==> config.mk <==
export PLATFORM = sky130hd
export DESIGN_NAME = accel_mode_level_detect
export DESIGN_NICKNAME = d
export VERILOG_FILES = /design/src/hdl/accel_pkg.sv /design/src/hdl/accel_mode_level_detect.sv /design/src/hdl/axis_scale.sv /design/src/hdl/level_compare.sv
export SDC_FILE = /design/constraint.sdc
export NUM_CORES = 1
export LEC_CHECK = 0
export BUFFER_PORTS_ARGS = -buffer_cell sky130_fd_sc_hd__buf_4
export CAP_MARGIN = 20
export CORE_UTILIZATION = 40
export CTS_BUF_LIST = sky130_fd_sc_hd__clkbuf_16
export CTS_CLUSTER_SIZE = 8
export DETAILED_ROUTE_END_ITERATION = 16
export GPL_ROUTABILITY_DRIVEN = 0
export PLACE_DENSITY = 0.55
export SLEW_MARGIN = 0
export SYNTH_ARGS = -nofsm -noshare
export SYNTH_HDL_FRONTEND = slang
export SYNTH_SLANG_ARGS = --single-unit
export TNS_END_PERCENT = 30
==> constraint.sdc <==
create_clock -name CLOCK_IN -period 3.7 [get_ports CLOCK_IN]
set_clock_uncertainty 0.15 [all_clocks]
set_input_delay 0.37 -clock CLOCK_IN [delete_from_list [all_inputs] [get_ports CLOCK_IN]]
set_output_delay 0.37 -clock CLOCK_IN [all_outputs]
set_load 0.03 [all_outputs]
==> src/hdl/accel_pkg.sv <==
// constants, register map and carrier types of the accelerometer control logic
`default_nettype none

package accel_pkg;

  // ************************************************************
  // register map
  // ************************************************************
  localparam logic [7:0] AXIS_X_LOW_OFFSET   = 8'h00;
  localparam logic [7:0] AXIS_X_HIGH_OFFSET  = 8'h01;
  localparam logic [7:0] AXIS_Y_LOW_OFFSET   = 8'h02;
  localparam logic [7:0] AXIS_Y_HIGH_OFFSET  = 8'h03;
  localparam logic [7:0] AXIS_Z_LOW_OFFSET   = 8'h04;
  localparam logic [7:0] AXIS_Z_HIGH_OFFSET  = 8'h05;
  localparam logic [7:0] AXIS_X_BYTE_OFFSET  = 8'h06;
  localparam logic [7:0] AXIS_Y_BYTE_OFFSET  = 8'h07;
  localparam logic [7:0] AXIS_Z_BYTE_OFFSET  = 8'h08;
  localparam logic [7:0] STATUS_OFFSET       = 8'h09;
  localparam logic [7:0] DETECT_SOURCE_OFFSET = 8'h0A;
  localparam logic [7:0] MODE_CONTROL_OFFSET = 8'h16;
  localparam logic [7:0] DETECT_CTRL_ONE_OFFSET = 8'h18;
  localparam logic [7:0] DETECT_CTRL_TWO_OFFSET = 8'h19;
  localparam logic [7:0] LEVEL_THRESHOLD_OFFSET = 8'h1A;
  localparam logic [7:0] DETECT_CLEAR_OFFSET = 8'h1F;

  // ************************************************************
  // field positions and reset values
  // ************************************************************
  localparam int MODE_LSB            = 0;
  localparam int GAIN_LSB            = 2;
  localparam int SELF_TEST_BIT       = 4;
  localparam int THREE_WIRE_BIT      = 5;
  localparam int READY_PIN_DIS_BIT   = 6;
  localparam int IRQ_PIN_SWAP_BIT    = 0;
  localparam int IRQ_ROUTING_LSB     = 1;
  localparam int AXIS_X_DISABLE_BIT  = 3;
  localparam int THRESH_SIGN_BIT     = 6;
  localparam int FILTER_BW_BIT       = 7;
  localparam int LEVEL_POLARITY_BIT  = 0;
  localparam int PULSE_POLARITY_BIT  = 1;
  localparam int OUTPUT_DRIVE_BIT    = 2;
  localparam int READY_STATUS_BIT    = 0;
  localparam int OVERRUN_STATUS_BIT  = 1;
  localparam int LEVEL_SOURCE_BIT    = 0;
  localparam int AXIS_X_SOURCE_BIT   = 3;
  localparam logic [7:0] MODE_CONTROL_MASK    = 8'h7F;
  localparam logic [7:0] DETECT_CTRL_TWO_MASK = 8'h07;
  localparam logic [7:0] CONTROL_RESET        = 8'h00;

  // ************************************************************
  // encodings
  // ************************************************************
  localparam logic [1:0] MODE_STANDBY = 2'h0;
  localparam logic [1:0] MODE_MEASURE = 2'h1;
  localparam logic [1:0] MODE_LEVEL   = 2'h2;
  localparam logic [1:0] MODE_PULSE   = 2'h3;
  localparam logic [1:0] GAIN_8G      = 2'h0;
  localparam logic [1:0] GAIN_2G      = 2'h1;
  localparam logic [1:0] GAIN_4G      = 2'h2;

  // ************************************************************
  // timing
  // ************************************************************
  localparam int unsigned CLOCK_PERIOD_NS      = 4;
  localparam int unsigned SAMPLE_SLOW_NS       = 8_000_000;
  localparam int unsigned SAMPLE_FAST_NS       = 4_000_000;
  localparam int unsigned SAMPLE_SLOW_CYC      = SAMPLE_SLOW_NS / CLOCK_PERIOD_NS;
  localparam int unsigned SAMPLE_FAST_CYC      = SAMPLE_FAST_NS / CLOCK_PERIOD_NS;
  localparam int          SAMPLE_COUNT_WIDTH   = 21;
  localparam int          RAW_WIDTH            = 10;

  // ************************************************************
  // carriers
  // ************************************************************
  typedef struct packed {
    logic [RAW_WIDTH-1:0] z;
    logic [RAW_WIDTH-1:0] y;
    logic [RAW_WIDTH-1:0] x;
  } axis_sample_s;

  typedef struct packed {
    logic [7:0] addr;
    logic [7:0] wdata;
    logic       wr;
    logic       rd;
  } reg_access_s;

endpackage

`default_nettype wire

==> src/hdl/accel_mode_level_detect.sv <==
// mode control, sample sequencing and level detection of the three-axis accelerometer
// ************************************************************
// Overview of operation
// - self-test bit drives electrostatic deflection
// - gain field picks 8g, 2g, 4g byte
// - gain change applies live, no mode change
// - mode field: standby, measure, level, pulse
// - standby stops sampling; registers stay accessible
// - measurement samples continuously, interrupts stay inactive
// - byte output any range, 10-bit only 8g
// - sample rate 125 Hz or 250 Hz
// - ready pin high until axis register read
// - unread sample overwritten sets overrun bit
// - level mode latches interrupt until cleared
// - level detection uses 8g data only
// - control one bits 3-5 disable axes
// - polarity 0: any enabled axis above
// - polarity 1: all enabled axes below
// - sign option picks magnitude or signed compare
// - threshold unsigned 7-bit or signed 8-bit
// - event drives assigned pin, records source
// - bandwidth bit picks 62.5 or 125 Hz
// ************************************************************
`default_nettype none

module accel_mode_level_detect
  import accel_pkg::*;
#(
  parameter int unsigned SLOW_PERIOD_CYC = SAMPLE_SLOW_CYC, // cycles per 125 Hz sample
  parameter int unsigned FAST_PERIOD_CYC = SAMPLE_FAST_CYC  // cycles per 250 Hz sample
)
(
  input  wire logic                    CLOCK_IN,           // 250 MHz clock
  input  wire logic                    RST_N_IN,           // async reset, active low
  input  wire logic                    CE_IN,              // clock enable, freezes state
  input  wire accel_pkg::reg_access_s  REG_ACCESS_IN,      // register request from serial port
  output logic      [7:0]              REG_RDATA_OUT,      // read data, one cycle after rd
  output logic                         CONV_START_OUT,     // one-cycle conversion request
  input  wire logic                    CONV_DONE_IN,       // conversion finished pulse
  input  wire accel_pkg::axis_sample_s ADC_SAMPLE_IN,      // three raw axes, valid with done
  output logic                         CELL_POWER_OUT,     // measurement circuitry on
  output logic                         SELF_TEST_OUT,      // electrostatic deflection on
  output logic                         FILTER_WIDE_OUT,    // 1: 125 Hz bandwidth
  output logic                         THREE_WIRE_OUT,     // serial port three-wire select
  output logic                         OUTPUT_DRIVE_OUT,   // interrupt pin drive option
  output logic                         SAMPLE_READY_OUT,   // data-ready pin
  output logic                         IRQ_PIN_ONE_OUT,    // first interrupt pin
  output logic                         IRQ_PIN_TWO_OUT     // second interrupt pin
);

  import accel_pkg::*;

  typedef enum logic [0:0] {SEQ_IDLE, SEQ_CONVERT} seq_state_e;

  logic [7:0]        mode_control_reg;
  logic [7:0]        detect_ctrl_one_reg;
  logic [7:0]        detect_ctrl_two_reg;
  logic [7:0]        level_threshold_reg;
  logic [7:0]        detect_source_reg;
  logic [7:0]        detect_source_next;
  logic              ready_reg;
  logic              overrun_reg;
  logic              level_flag_reg;
  logic              level_flag_next;
  logic              new_sample_reg;
  axis_sample_s      sample_reg;
  seq_state_e        seq_state_reg;
  logic [SAMPLE_COUNT_WIDTH-1:0] timer_reg;
  logic [SAMPLE_COUNT_WIDTH-1:0] period_cyc;
  logic [7:0]        rdata_next;

  logic [1:0]        mode;
  logic [1:0]        gain;
  logic              running;
  logic              detecting;
  logic              sample_tick;
  logic              store_sample;
  logic              axis_read;
  logic              clear_write;
  logic [2:0]        axis_disable;
  logic [2:0]        above;
  logic [2:0]        below;
  logic [2:0]        above_en;
  logic              level_event;
  logic [RAW_WIDTH-1:0] raw_axis [3];
  logic [7:0]        scaled_axis [3];
  logic [7:0]        detect_axis [3];

  // ************************************************************
  // decode of control fields
  // ************************************************************
  assign mode         = mode_control_reg[MODE_LSB +: 2];
  assign gain         = mode_control_reg[GAIN_LSB +: 2];
  assign running      = (mode != MODE_STANDBY);
  // pulse mode keeps level detection alive; pulse timers are not built here
  assign detecting    = (mode == MODE_LEVEL) || (mode == MODE_PULSE);
  assign axis_disable = detect_ctrl_one_reg[AXIS_X_DISABLE_BIT +: 3];
  assign axis_read    = REG_ACCESS_IN.rd && (REG_ACCESS_IN.addr <= AXIS_Z_BYTE_OFFSET);
  assign clear_write  = REG_ACCESS_IN.wr && (REG_ACCESS_IN.addr == DETECT_CLEAR_OFFSET);
  assign raw_axis[0]  = sample_reg.x;
  assign raw_axis[1]  = sample_reg.y;
  assign raw_axis[2]  = sample_reg.z;

  // ************************************************************
  // per-axis scaling and comparison
  // ************************************************************
  for (genvar i = 0; i < 3; i++)
  begin : g_axis
    axis_scale u_scale (
      .raw_in     (raw_axis[i]),
      .gain_in    (gain),
      .scaled_out (scaled_axis[i]),
      .detect_out (detect_axis[i])
    );
    level_compare u_compare (
      .value_in     (detect_axis[i]),
      .threshold_in (level_threshold_reg),
      .signed_in    (detect_ctrl_one_reg[THRESH_SIGN_BIT]),
      .above_out    (above[i]),
      .below_out    (below[i])
    );
  end

  assign above_en = above & ~axis_disable;

  // with every axis disabled neither condition can fire
  always_comb
  begin
    if (detect_ctrl_two_reg[LEVEL_POLARITY_BIT])
      level_event = (axis_disable != 3'h7) && ((below | axis_disable) == 3'h7);
    else
      level_event = |above_en;
  end

  // ************************************************************
  // register writes
  // ************************************************************
  always_ff @(posedge CLOCK_IN or negedge RST_N_IN)
  begin
    if (!RST_N_IN)
    begin
      mode_control_reg    <= CONTROL_RESET;
      detect_ctrl_one_reg <= CONTROL_RESET;
      detect_ctrl_two_reg <= CONTROL_RESET;
      level_threshold_reg <= CONTROL_RESET;
    end
    else if (CE_IN && REG_ACCESS_IN.wr)
    begin
      unique case (REG_ACCESS_IN.addr)
        MODE_CONTROL_OFFSET:    mode_control_reg <= REG_ACCESS_IN.wdata & MODE_CONTROL_MASK;
        DETECT_CTRL_ONE_OFFSET: detect_ctrl_one_reg <= REG_ACCESS_IN.wdata;
        DETECT_CTRL_TWO_OFFSET:
          detect_ctrl_two_reg <= REG_ACCESS_IN.wdata & DETECT_CTRL_TWO_MASK;
        LEVEL_THRESHOLD_OFFSET: level_threshold_reg <= REG_ACCESS_IN.wdata;
        default: ;
      endcase
    end
  end

  // ************************************************************
  // sample timer and conversion sequencer
  // ************************************************************
  always_comb
  begin
    if (detect_ctrl_one_reg[FILTER_BW_BIT])
      period_cyc = SAMPLE_COUNT_WIDTH'(FAST_PERIOD_CYC - 1);
    else
      period_cyc = SAMPLE_COUNT_WIDTH'(SLOW_PERIOD_CYC - 1);
  end

  assign sample_tick  = running && (timer_reg == '0);
  assign store_sample = (seq_state_reg == SEQ_CONVERT) && CONV_DONE_IN && running;

  always_ff @(posedge CLOCK_IN or negedge RST_N_IN)
  begin
    if (!RST_N_IN)
      timer_reg <= '0;
    else if (CE_IN)
    begin
      if (!running || sample_tick || timer_reg > period_cyc)
        timer_reg <= period_cyc;
      else
        timer_reg <= timer_reg - 1'b1;
    end
  end

  // a tick that lands while a conversion is still open is dropped
  always_ff @(posedge CLOCK_IN or negedge RST_N_IN)
  begin
    if (!RST_N_IN)
    begin
      seq_state_reg  <= SEQ_IDLE;
      CONV_START_OUT <= 1'b0;
    end
    else if (CE_IN)
    begin
      CONV_START_OUT <= 1'b0;
      unique case (seq_state_reg)
        SEQ_IDLE:
          if (sample_tick)
          begin
            seq_state_reg  <= SEQ_CONVERT;
            CONV_START_OUT <= 1'b1;
          end
        SEQ_CONVERT:
          if (CONV_DONE_IN || !running)
            seq_state_reg <= SEQ_IDLE;
      endcase
    end
  end

  always_ff @(posedge CLOCK_IN or negedge RST_N_IN)
  begin
    if (!RST_N_IN)
    begin
      sample_reg     <= '0;
      new_sample_reg <= 1'b0;
    end
    else if (CE_IN)
    begin
      new_sample_reg <= store_sample;
      if (store_sample)
        sample_reg <= ADC_SAMPLE_IN;
    end
  end

  // ************************************************************
  // data-ready and overrun, set wins over clear
  // ************************************************************
  always_ff @(posedge CLOCK_IN or negedge RST_N_IN)
  begin
    if (!RST_N_IN)
    begin
      ready_reg   <= 1'b0;
      overrun_reg <= 1'b0;
    end
    else if (CE_IN)
    begin
      if (store_sample)
        ready_reg <= 1'b1;
      else if (axis_read)
        ready_reg <= 1'b0;
      if (store_sample && ready_reg)
        overrun_reg <= 1'b1;
      else if (axis_read)
        overrun_reg <= 1'b0;
    end
  end

  // ************************************************************
  // level detection latch and source register
  // ************************************************************
  always_comb
  begin
    level_flag_next    = level_flag_reg;
    detect_source_next = detect_source_reg;
    if (clear_write)
    begin
      level_flag_next    = 1'b0;
      detect_source_next = '0;
    end
    if (new_sample_reg && detecting && level_event)
    begin
      level_flag_next = 1'b1;
      detect_source_next[LEVEL_SOURCE_BIT] = 1'b1;
      detect_source_next[AXIS_X_SOURCE_BIT +: 3] =
        detect_source_next[AXIS_X_SOURCE_BIT +: 3] |
        (detect_ctrl_two_reg[LEVEL_POLARITY_BIT] ? (below & ~axis_disable) : above_en);
    end
  end

  always_ff @(posedge CLOCK_IN or negedge RST_N_IN)
  begin
    if (!RST_N_IN)
    begin
      level_flag_reg    <= 1'b0;
      detect_source_reg <= '0;
    end
    else if (CE_IN)
    begin
      level_flag_reg    <= level_flag_next;
      detect_source_reg <= detect_source_next;
    end
  end

  // ************************************************************
  // register read
  // ************************************************************
  always_comb
  begin
    unique case (REG_ACCESS_IN.addr)
      AXIS_X_LOW_OFFSET:      rdata_next = sample_reg.x[7:0];
      AXIS_X_HIGH_OFFSET:     rdata_next = {{6{sample_reg.x[9]}}, sample_reg.x[9:8]};
      AXIS_Y_LOW_OFFSET:      rdata_next = sample_reg.y[7:0];
      AXIS_Y_HIGH_OFFSET:     rdata_next = {{6{sample_reg.y[9]}}, sample_reg.y[9:8]};
      AXIS_Z_LOW_OFFSET:      rdata_next = sample_reg.z[7:0];
      AXIS_Z_HIGH_OFFSET:     rdata_next = {{6{sample_reg.z[9]}}, sample_reg.z[9:8]};
      AXIS_X_BYTE_OFFSET:     rdata_next = scaled_axis[0];
      AXIS_Y_BYTE_OFFSET:     rdata_next = scaled_axis[1];
      AXIS_Z_BYTE_OFFSET:     rdata_next = scaled_axis[2];
      STATUS_OFFSET:
        rdata_next = {6'h00, overrun_reg, ready_reg};
      DETECT_SOURCE_OFFSET:   rdata_next = detect_source_reg;
      MODE_CONTROL_OFFSET:    rdata_next = mode_control_reg;
      DETECT_CTRL_ONE_OFFSET: rdata_next = detect_ctrl_one_reg;
      DETECT_CTRL_TWO_OFFSET: rdata_next = detect_ctrl_two_reg;
      LEVEL_THRESHOLD_OFFSET: rdata_next = level_threshold_reg;
      default:                rdata_next = 8'h00;
    endcase
  end

  always_ff @(posedge CLOCK_IN or negedge RST_N_IN)
  begin
    if (!RST_N_IN)
      REG_RDATA_OUT <= 8'h00;
    else if (CE_IN && REG_ACCESS_IN.rd)
      REG_RDATA_OUT <= rdata_next;
  end

  // ************************************************************
  // pins, all registered
  // ************************************************************
  always_ff @(posedge CLOCK_IN or negedge RST_N_IN)
  begin
    if (!RST_N_IN)
    begin
      CELL_POWER_OUT   <= 1'b0;
      SELF_TEST_OUT    <= 1'b0;
      FILTER_WIDE_OUT  <= 1'b0;
      THREE_WIRE_OUT   <= 1'b0;
      OUTPUT_DRIVE_OUT <= 1'b0;
      SAMPLE_READY_OUT <= 1'b0;
      IRQ_PIN_ONE_OUT  <= 1'b0;
      IRQ_PIN_TWO_OUT  <= 1'b0;
    end
    else if (CE_IN)
    begin
      CELL_POWER_OUT   <= running;
      // deflection only while the cell is powered, otherwise it cannot act
      SELF_TEST_OUT    <= running && mode_control_reg[SELF_TEST_BIT];
      FILTER_WIDE_OUT  <= detect_ctrl_one_reg[FILTER_BW_BIT];
      THREE_WIRE_OUT   <= mode_control_reg[THREE_WIRE_BIT];
      OUTPUT_DRIVE_OUT <= detect_ctrl_two_reg[OUTPUT_DRIVE_BIT];
      SAMPLE_READY_OUT <= running && !mode_control_reg[READY_PIN_DIS_BIT]
                          && (ready_reg || store_sample) && !axis_read;
      IRQ_PIN_ONE_OUT  <= level_flag_next && detecting
                          && !detect_ctrl_one_reg[IRQ_PIN_SWAP_BIT];
      IRQ_PIN_TWO_OUT  <= level_flag_next && detecting
                          && detect_ctrl_one_reg[IRQ_PIN_SWAP_BIT];
    end
  end

endmodule

`default_nettype wire

==> src/hdl/axis_scale.sv <==
// scales one raw axis sample to the selected byte range and to the 8g detection byte
`default_nettype none

module axis_scale
  import accel_pkg::*;
(
  input  wire logic [RAW_WIDTH-1:0] raw_in,    // signed sample, 8g scale, 64 counts/g
  input  wire logic [1:0]           gain_in,   // selected byte range
  output logic      [7:0]           scaled_out, // byte at selected range
  output logic      [7:0]           detect_out  // byte at 8g range
);

  logic signed [RAW_WIDTH-1:0] raw_s;
  logic signed [RAW_WIDTH-1:0] half_s;

  // clips a 10-bit signed value into a signed byte
  function automatic logic [7:0] clip8(input logic signed [RAW_WIDTH-1:0] v);
    logic [7:0] r;
    r = v[7:0];
    if (v > 10'sd127)
      r = 8'h7F;
    else if (v < -10'sd128)
      r = 8'h80;
    return r;
  endfunction

  assign raw_s      = $signed(raw_in);
  assign half_s     = raw_s >>> 1;
  assign detect_out = 8'((raw_s >>> 2));

  // combinational so a range change takes effect on the very next read
  always_comb
  begin
    unique case (gain_in)
      GAIN_2G: scaled_out = clip8(raw_s);
      GAIN_4G: scaled_out = clip8(half_s);
      default: scaled_out = detect_out;
    endcase
  end

endmodule

`default_nettype wire

==> src/hdl/level_compare.sv <==
// compares one axis byte against the level threshold, magnitude or signed
`default_nettype none

module level_compare
(
  input  wire logic [7:0] value_in,     // axis byte at 8g range
  input  wire logic [7:0] threshold_in, // level threshold
  input  wire logic       signed_in,    // 1: signed compare, 0: magnitude
  output logic            above_out,    // value exceeds threshold
  output logic            below_out     // value under threshold
);

  logic [7:0] magnitude;
  logic [7:0] thresh_mag;

  // -128 has magnitude 128, which still fits the unsigned byte
  assign magnitude  = value_in[7] ? 8'(-value_in) : value_in;
  // top bit is ignored in magnitude mode; software keeps it clear
  assign thresh_mag = {1'b0, threshold_in[6:0]};

  always_comb
  begin
    if (signed_in)
    begin
      above_out = $signed(value_in) > $signed(threshold_in);
      below_out = $signed(value_in) < $signed(threshold_in);
    end
    else
    begin
      above_out = magnitude > thresh_mag;
      below_out = magnitude < thresh_mag;
    end
  end

endmodule

`default_nettype wire

==> impl_metrics.env <==
export IMPL_fin_crit_sh_pct=89.47
export IMPL_yosys_register_bits=103
export IMPL_max_freq_ghz=0.3021
export IMPL_ir_drop_v=0.0002692
export IMPL_crit_slowest_cell="dfrtp_1"
export IMPL_cts_tree="built"
export IMPL_drive_gt1_share_pct=19.79
export IMPL_p_sw_w=0.0007289
export IMPL_area_delta_synth_final_pct=15.79
export IMPL_drc=0
export IMPL_grt_pass1_vias=6945
export IMPL_drtIter0Drc=697
export IMPL_p_leak_nw=4.130
export IMPL_initial_core_util_pct=41.32
export IMPL_crit_path_max_incr_delay_ns=0.51
export IMPL_netlist_area_sq_mm=0.007806
export IMPL_grt_antenna_before_repair=0
export IMPL_clk_latency_ns=0.36
export IMPL_worstHoldEndpoint="level_threshold_reg[6]$_DFFE_PN0P_"
export IMPL_crit_chain="or3_1, nor3_1, nand2b_1, xnor2_1, ha_1, a21o_1, a21oi_1, o311a_1, o21ai_0, and3_1, o31ai_2, a41oi_1"
export IMPL_wire_per_inst_microns=20.88
export IMPL_worstPathArrival_ns=3.37
export IMPL_via_per_inst=5.935
export IMPL_root_buffer="clkbuf_16"
export IMPL_synth_area_leaders="dfrtp_1, ha_1, mux2_2, nand2_1, o21ai_0"
export IMPL_htreeDepth=3
export IMPL_cts_buffer_depth=2
export IMPL_netlist_instances=907
export IMPL_p_comb_share_pct=13.4
export IMPL_crit_type="reg2reg"
export IMPL_setup_viol=0
export IMPL_synth_commonest_cells="dfrtp_1, nand2_1, nor2_1"
export IMPL_final_hold_viol_count=0
export IMPL_clkTransAtPathRegs_ns=0.08
export IMPL_setup_tns_ns=0
export IMPL_cellPowerDensity_mw_per_mm2=276.5
export IMPL_switching_share_pct=29.17
export IMPL_synthArstFlopShare_pct=100.0
export IMPL_synth_cell_types=72
export IMPL_hpwl_microns=19440
export IMPL_die_x_microns=141.7
export IMPL_antenna_cells=0
export IMPL_whs_path_depth=3
export IMPL_internal_power_w=0.001770
export IMPL_ys_seq_area_share_pct=33.02
export IMPL_hold_start="REG_ACCESS_IN[8]"
export IMPL_synth_edff_count=0
export IMPL_syn_area_per_cell_sq_um=8.607
export IMPL_grt_pass1_wl_microns=40390
export IMPL_finalMaxSlewViolations=0
export IMPL_r2r_slack_ns=0.39
export IMPL_largest_reg_flops=30
export IMPL_place_area_sq_mm=0.008731
export IMPL_crit_fanout=9
export IMPL_r2r_start="raw_axis[2]$_DFFE_PN0P_"
export IMPL_min_period_ns=3.310
export IMPL_clkSinkCount=103
export IMPL_synth_ff_type="dfrtp_1"
export IMPL_cts_buffers=9
export IMPL_crit_required_ns=3.76
export IMPL_drtPass1Iterations=7
export IMPL_maxCapViolations=0
export IMPL_finish_instance_area_sq_mm=0.009039
export IMPL_io_pin_count=69
export IMPL_nNetsFinal=1081
export IMPL_yosysWarnings=0
export IMPL_cpLargestDelayFamily="compound AO/OA/AOI/OAI gates"
export IMPL_hp_class="in2reg"
export IMPL_start_kind="flop"
export IMPL_die_height_microns=141.7
export IMPL_clock_power_share_pct=38.5
export IMPL_numPortBuffers=68
export IMPL_seq_power_share_pct=48.1
export IMPL_totalWireLength_microns=25790
export IMPL_slew_limit_headroom_pct=45.37
export IMPL_critPathCaptureType="flop"
export IMPL_rsz0062_at_grt="false"
export IMPL_ant_nets=0
export IMPL_status="finished clean"
export IMPL_yosysMostFrequentCell="dfrtp_1"
export IMPL_r2r_cells=12
export IMPL_syn_nets=1018
export IMPL_rows=50
export IMPL_cp_num_buf_inv=0
export IMPL_via_count=7330
export IMPL_die_area_sq_mm=0.02008
export IMPL_overflow=0
export IMPL_cts_setup_buffers=0
export IMPL_grt_usage_pct=26.64
export IMPL_yosysTopAreaCell="dfrtp_1"
export IMPL_coreArea_sq_mm=0.01889
export IMPL_synth_top_area_share_pct=33.02
export IMPL_grt_max_degree=62
export IMPL_worst_pin_slew_ns=0.8195
export IMPL_worstReg2RegEnd="IRQ_PIN_TWO_OUT$_DFFE_PN0P_"
layout by cell type (no fill, tap or decap), drive strengths merged, types with 5 or more instances in the layout:
| master | Yosys | final |
|---|---|---|
| a222oi | 7 | 7 |
| nor3 | 22 | 22 |
| ha | 59 | 59 |
| or4 | 6 | 6 |
| nor4 | 8 | 8 |
| nand4 | 9 | 9 |
| and2 | 7 | 7 |
| nand2b | 11 | 11 |
| o22ai | 19 | 19 |
| o2bb2ai | 8 | 8 |
| or2 | 6 | 6 |
| a31oi | 8 | 8 |
| xnor2 | 14 | 14 |
| and3 | 10 | 10 |
| o31ai | 9 | 9 |
| a21o | 12 | 12 |
| nor2 | 73 | 73 |
| o21ai | 66 | 66 |
| o211ai | 7 | 7 |
| a22oi | 13 | 13 |
| nand2 | 90 | 90 |
| mux2 | 53 | 53 |
| a221oi | 10 | 10 |
| a41oi | 5 | 5 |
| a21oi | 61 | 61 |
| dfrtp | 103 | 103 |
| buf | 11 | 110 |
| inv | 39 | 43 |
| clkbuf | 48 | 9 |
| a22o | 13 | 13 |
| nor2b | 5 | 5 |
| nand3 | 25 | 25 |
| o22a | 6 | 6 |
layout make-up:
class	count	area, sq um
timing repair buffer	111	848.3
multi-input combinational	706	4848
clock buffer	9	225.2
tap	260	325.3
inverter	39	146.4
fill	1934	9854
clock inverter	7	67.56
sequential	103	2577
cells by family (layout without fill, tap and decap cells):
kind of cell / Yosys count / count (layout) / share of synthesized area, %
AOI/OAI and AO/OA: 283 / 283 / 24.33
xor gates and xnor gates: 15 / 15 / 1.683
adders and majority gates: 59 / 59 / 9.457
buffers and inverters: 98 / 166 / 4.937
DFF: 103 / 103 / 33.02
muxes: 58 / 58 / 8.447
and+or+nand+nor: 291 / 291 / 18.13
layer usage:
layer	share of wire, %	vias to the layer above	global-route usage [%]
met4	2.5	0	8.376
met2	44	255	40.26
met1	47	3519	38.14
met3	6.6	43	5.164
li1	-	3513	-
met5	0	-	0
power by group through the flow:
stage	Clock, W	Combinational (W)	Sequential, W
after global routing	0.00103	0.000371	0.00121
after global placement	0	0.000334	0.00122
after CTS	0.000992	0.000335	0.00120
after floorplan	0	0.000157	0.00123
final	0.000962	0.000336	0.00120
after detailed placement	0	0.000334	0.00122
through the flow:
step	setup WS, ns	instances	power, W	utilization [%]	hold slack [ns]
after global placement	0.3995	1218	0.001558	46.21	0.3365
after global routing	0.1462	1235	0.002606	47.84	0.07517
final	0.3898	1235	0.002499	47.84	0.08303
after CTS	0.2765	1235	0.002528	47.81	0.07748
after floorplan	0.5825	907	0.001389	-	-0.07559
after detailed placement	0.3007	1218	0.001557	46.21	0.3344
how the worst max path moves through the flow:
stage / startpoint / to / slack [ns] / cells after the start
global placement: raw_axis[2]$_DFFE_PN0P_ / IRQ_PIN_ONE_OUT$_DFFE_PN0P_ / 0.40 / 12
floorplan: raw_axis[29]$_DFFE_PN0P_ / detect_source_reg[3]$_DFFE_PN0P_ / 0.58 / 12
detailed placement: raw_axis[2]$_DFFE_PN0P_ / IRQ_PIN_TWO_OUT$_DFFE_PN0P_ / 0.30 / 12
global route: raw_axis[2]$_DFFE_PN0P_ / IRQ_PIN_TWO_OUT$_DFFE_PN0P_ / 0.15 / 12
finish: raw_axis[2]$_DFFE_PN0P_ / IRQ_PIN_TWO_OUT$_DFFE_PN0P_ / 0.39 / 12
CTS: raw_axis[2]$_DFFE_PN0P_ / IRQ_PIN_TWO_OUT$_DFFE_PN0P_ / 0.28 / 12
timing repair:
action	in CTS	in global routing
endpoints found under the setup margin	0	1
gates resized for setup	0	1
hold buffers	1	0
endpoints found under the hold margin	48	0
worst min-delay path, delay by kind of cell:
family | cells | cell delay (ns)
AOI/OAI and AO/OA | 1 | 0.06
buffers and inverters | 1 | 0.09
and+or+nand+nor | 1 | 0.04
No activity file was read; power rests on OpenSTA's default activity.
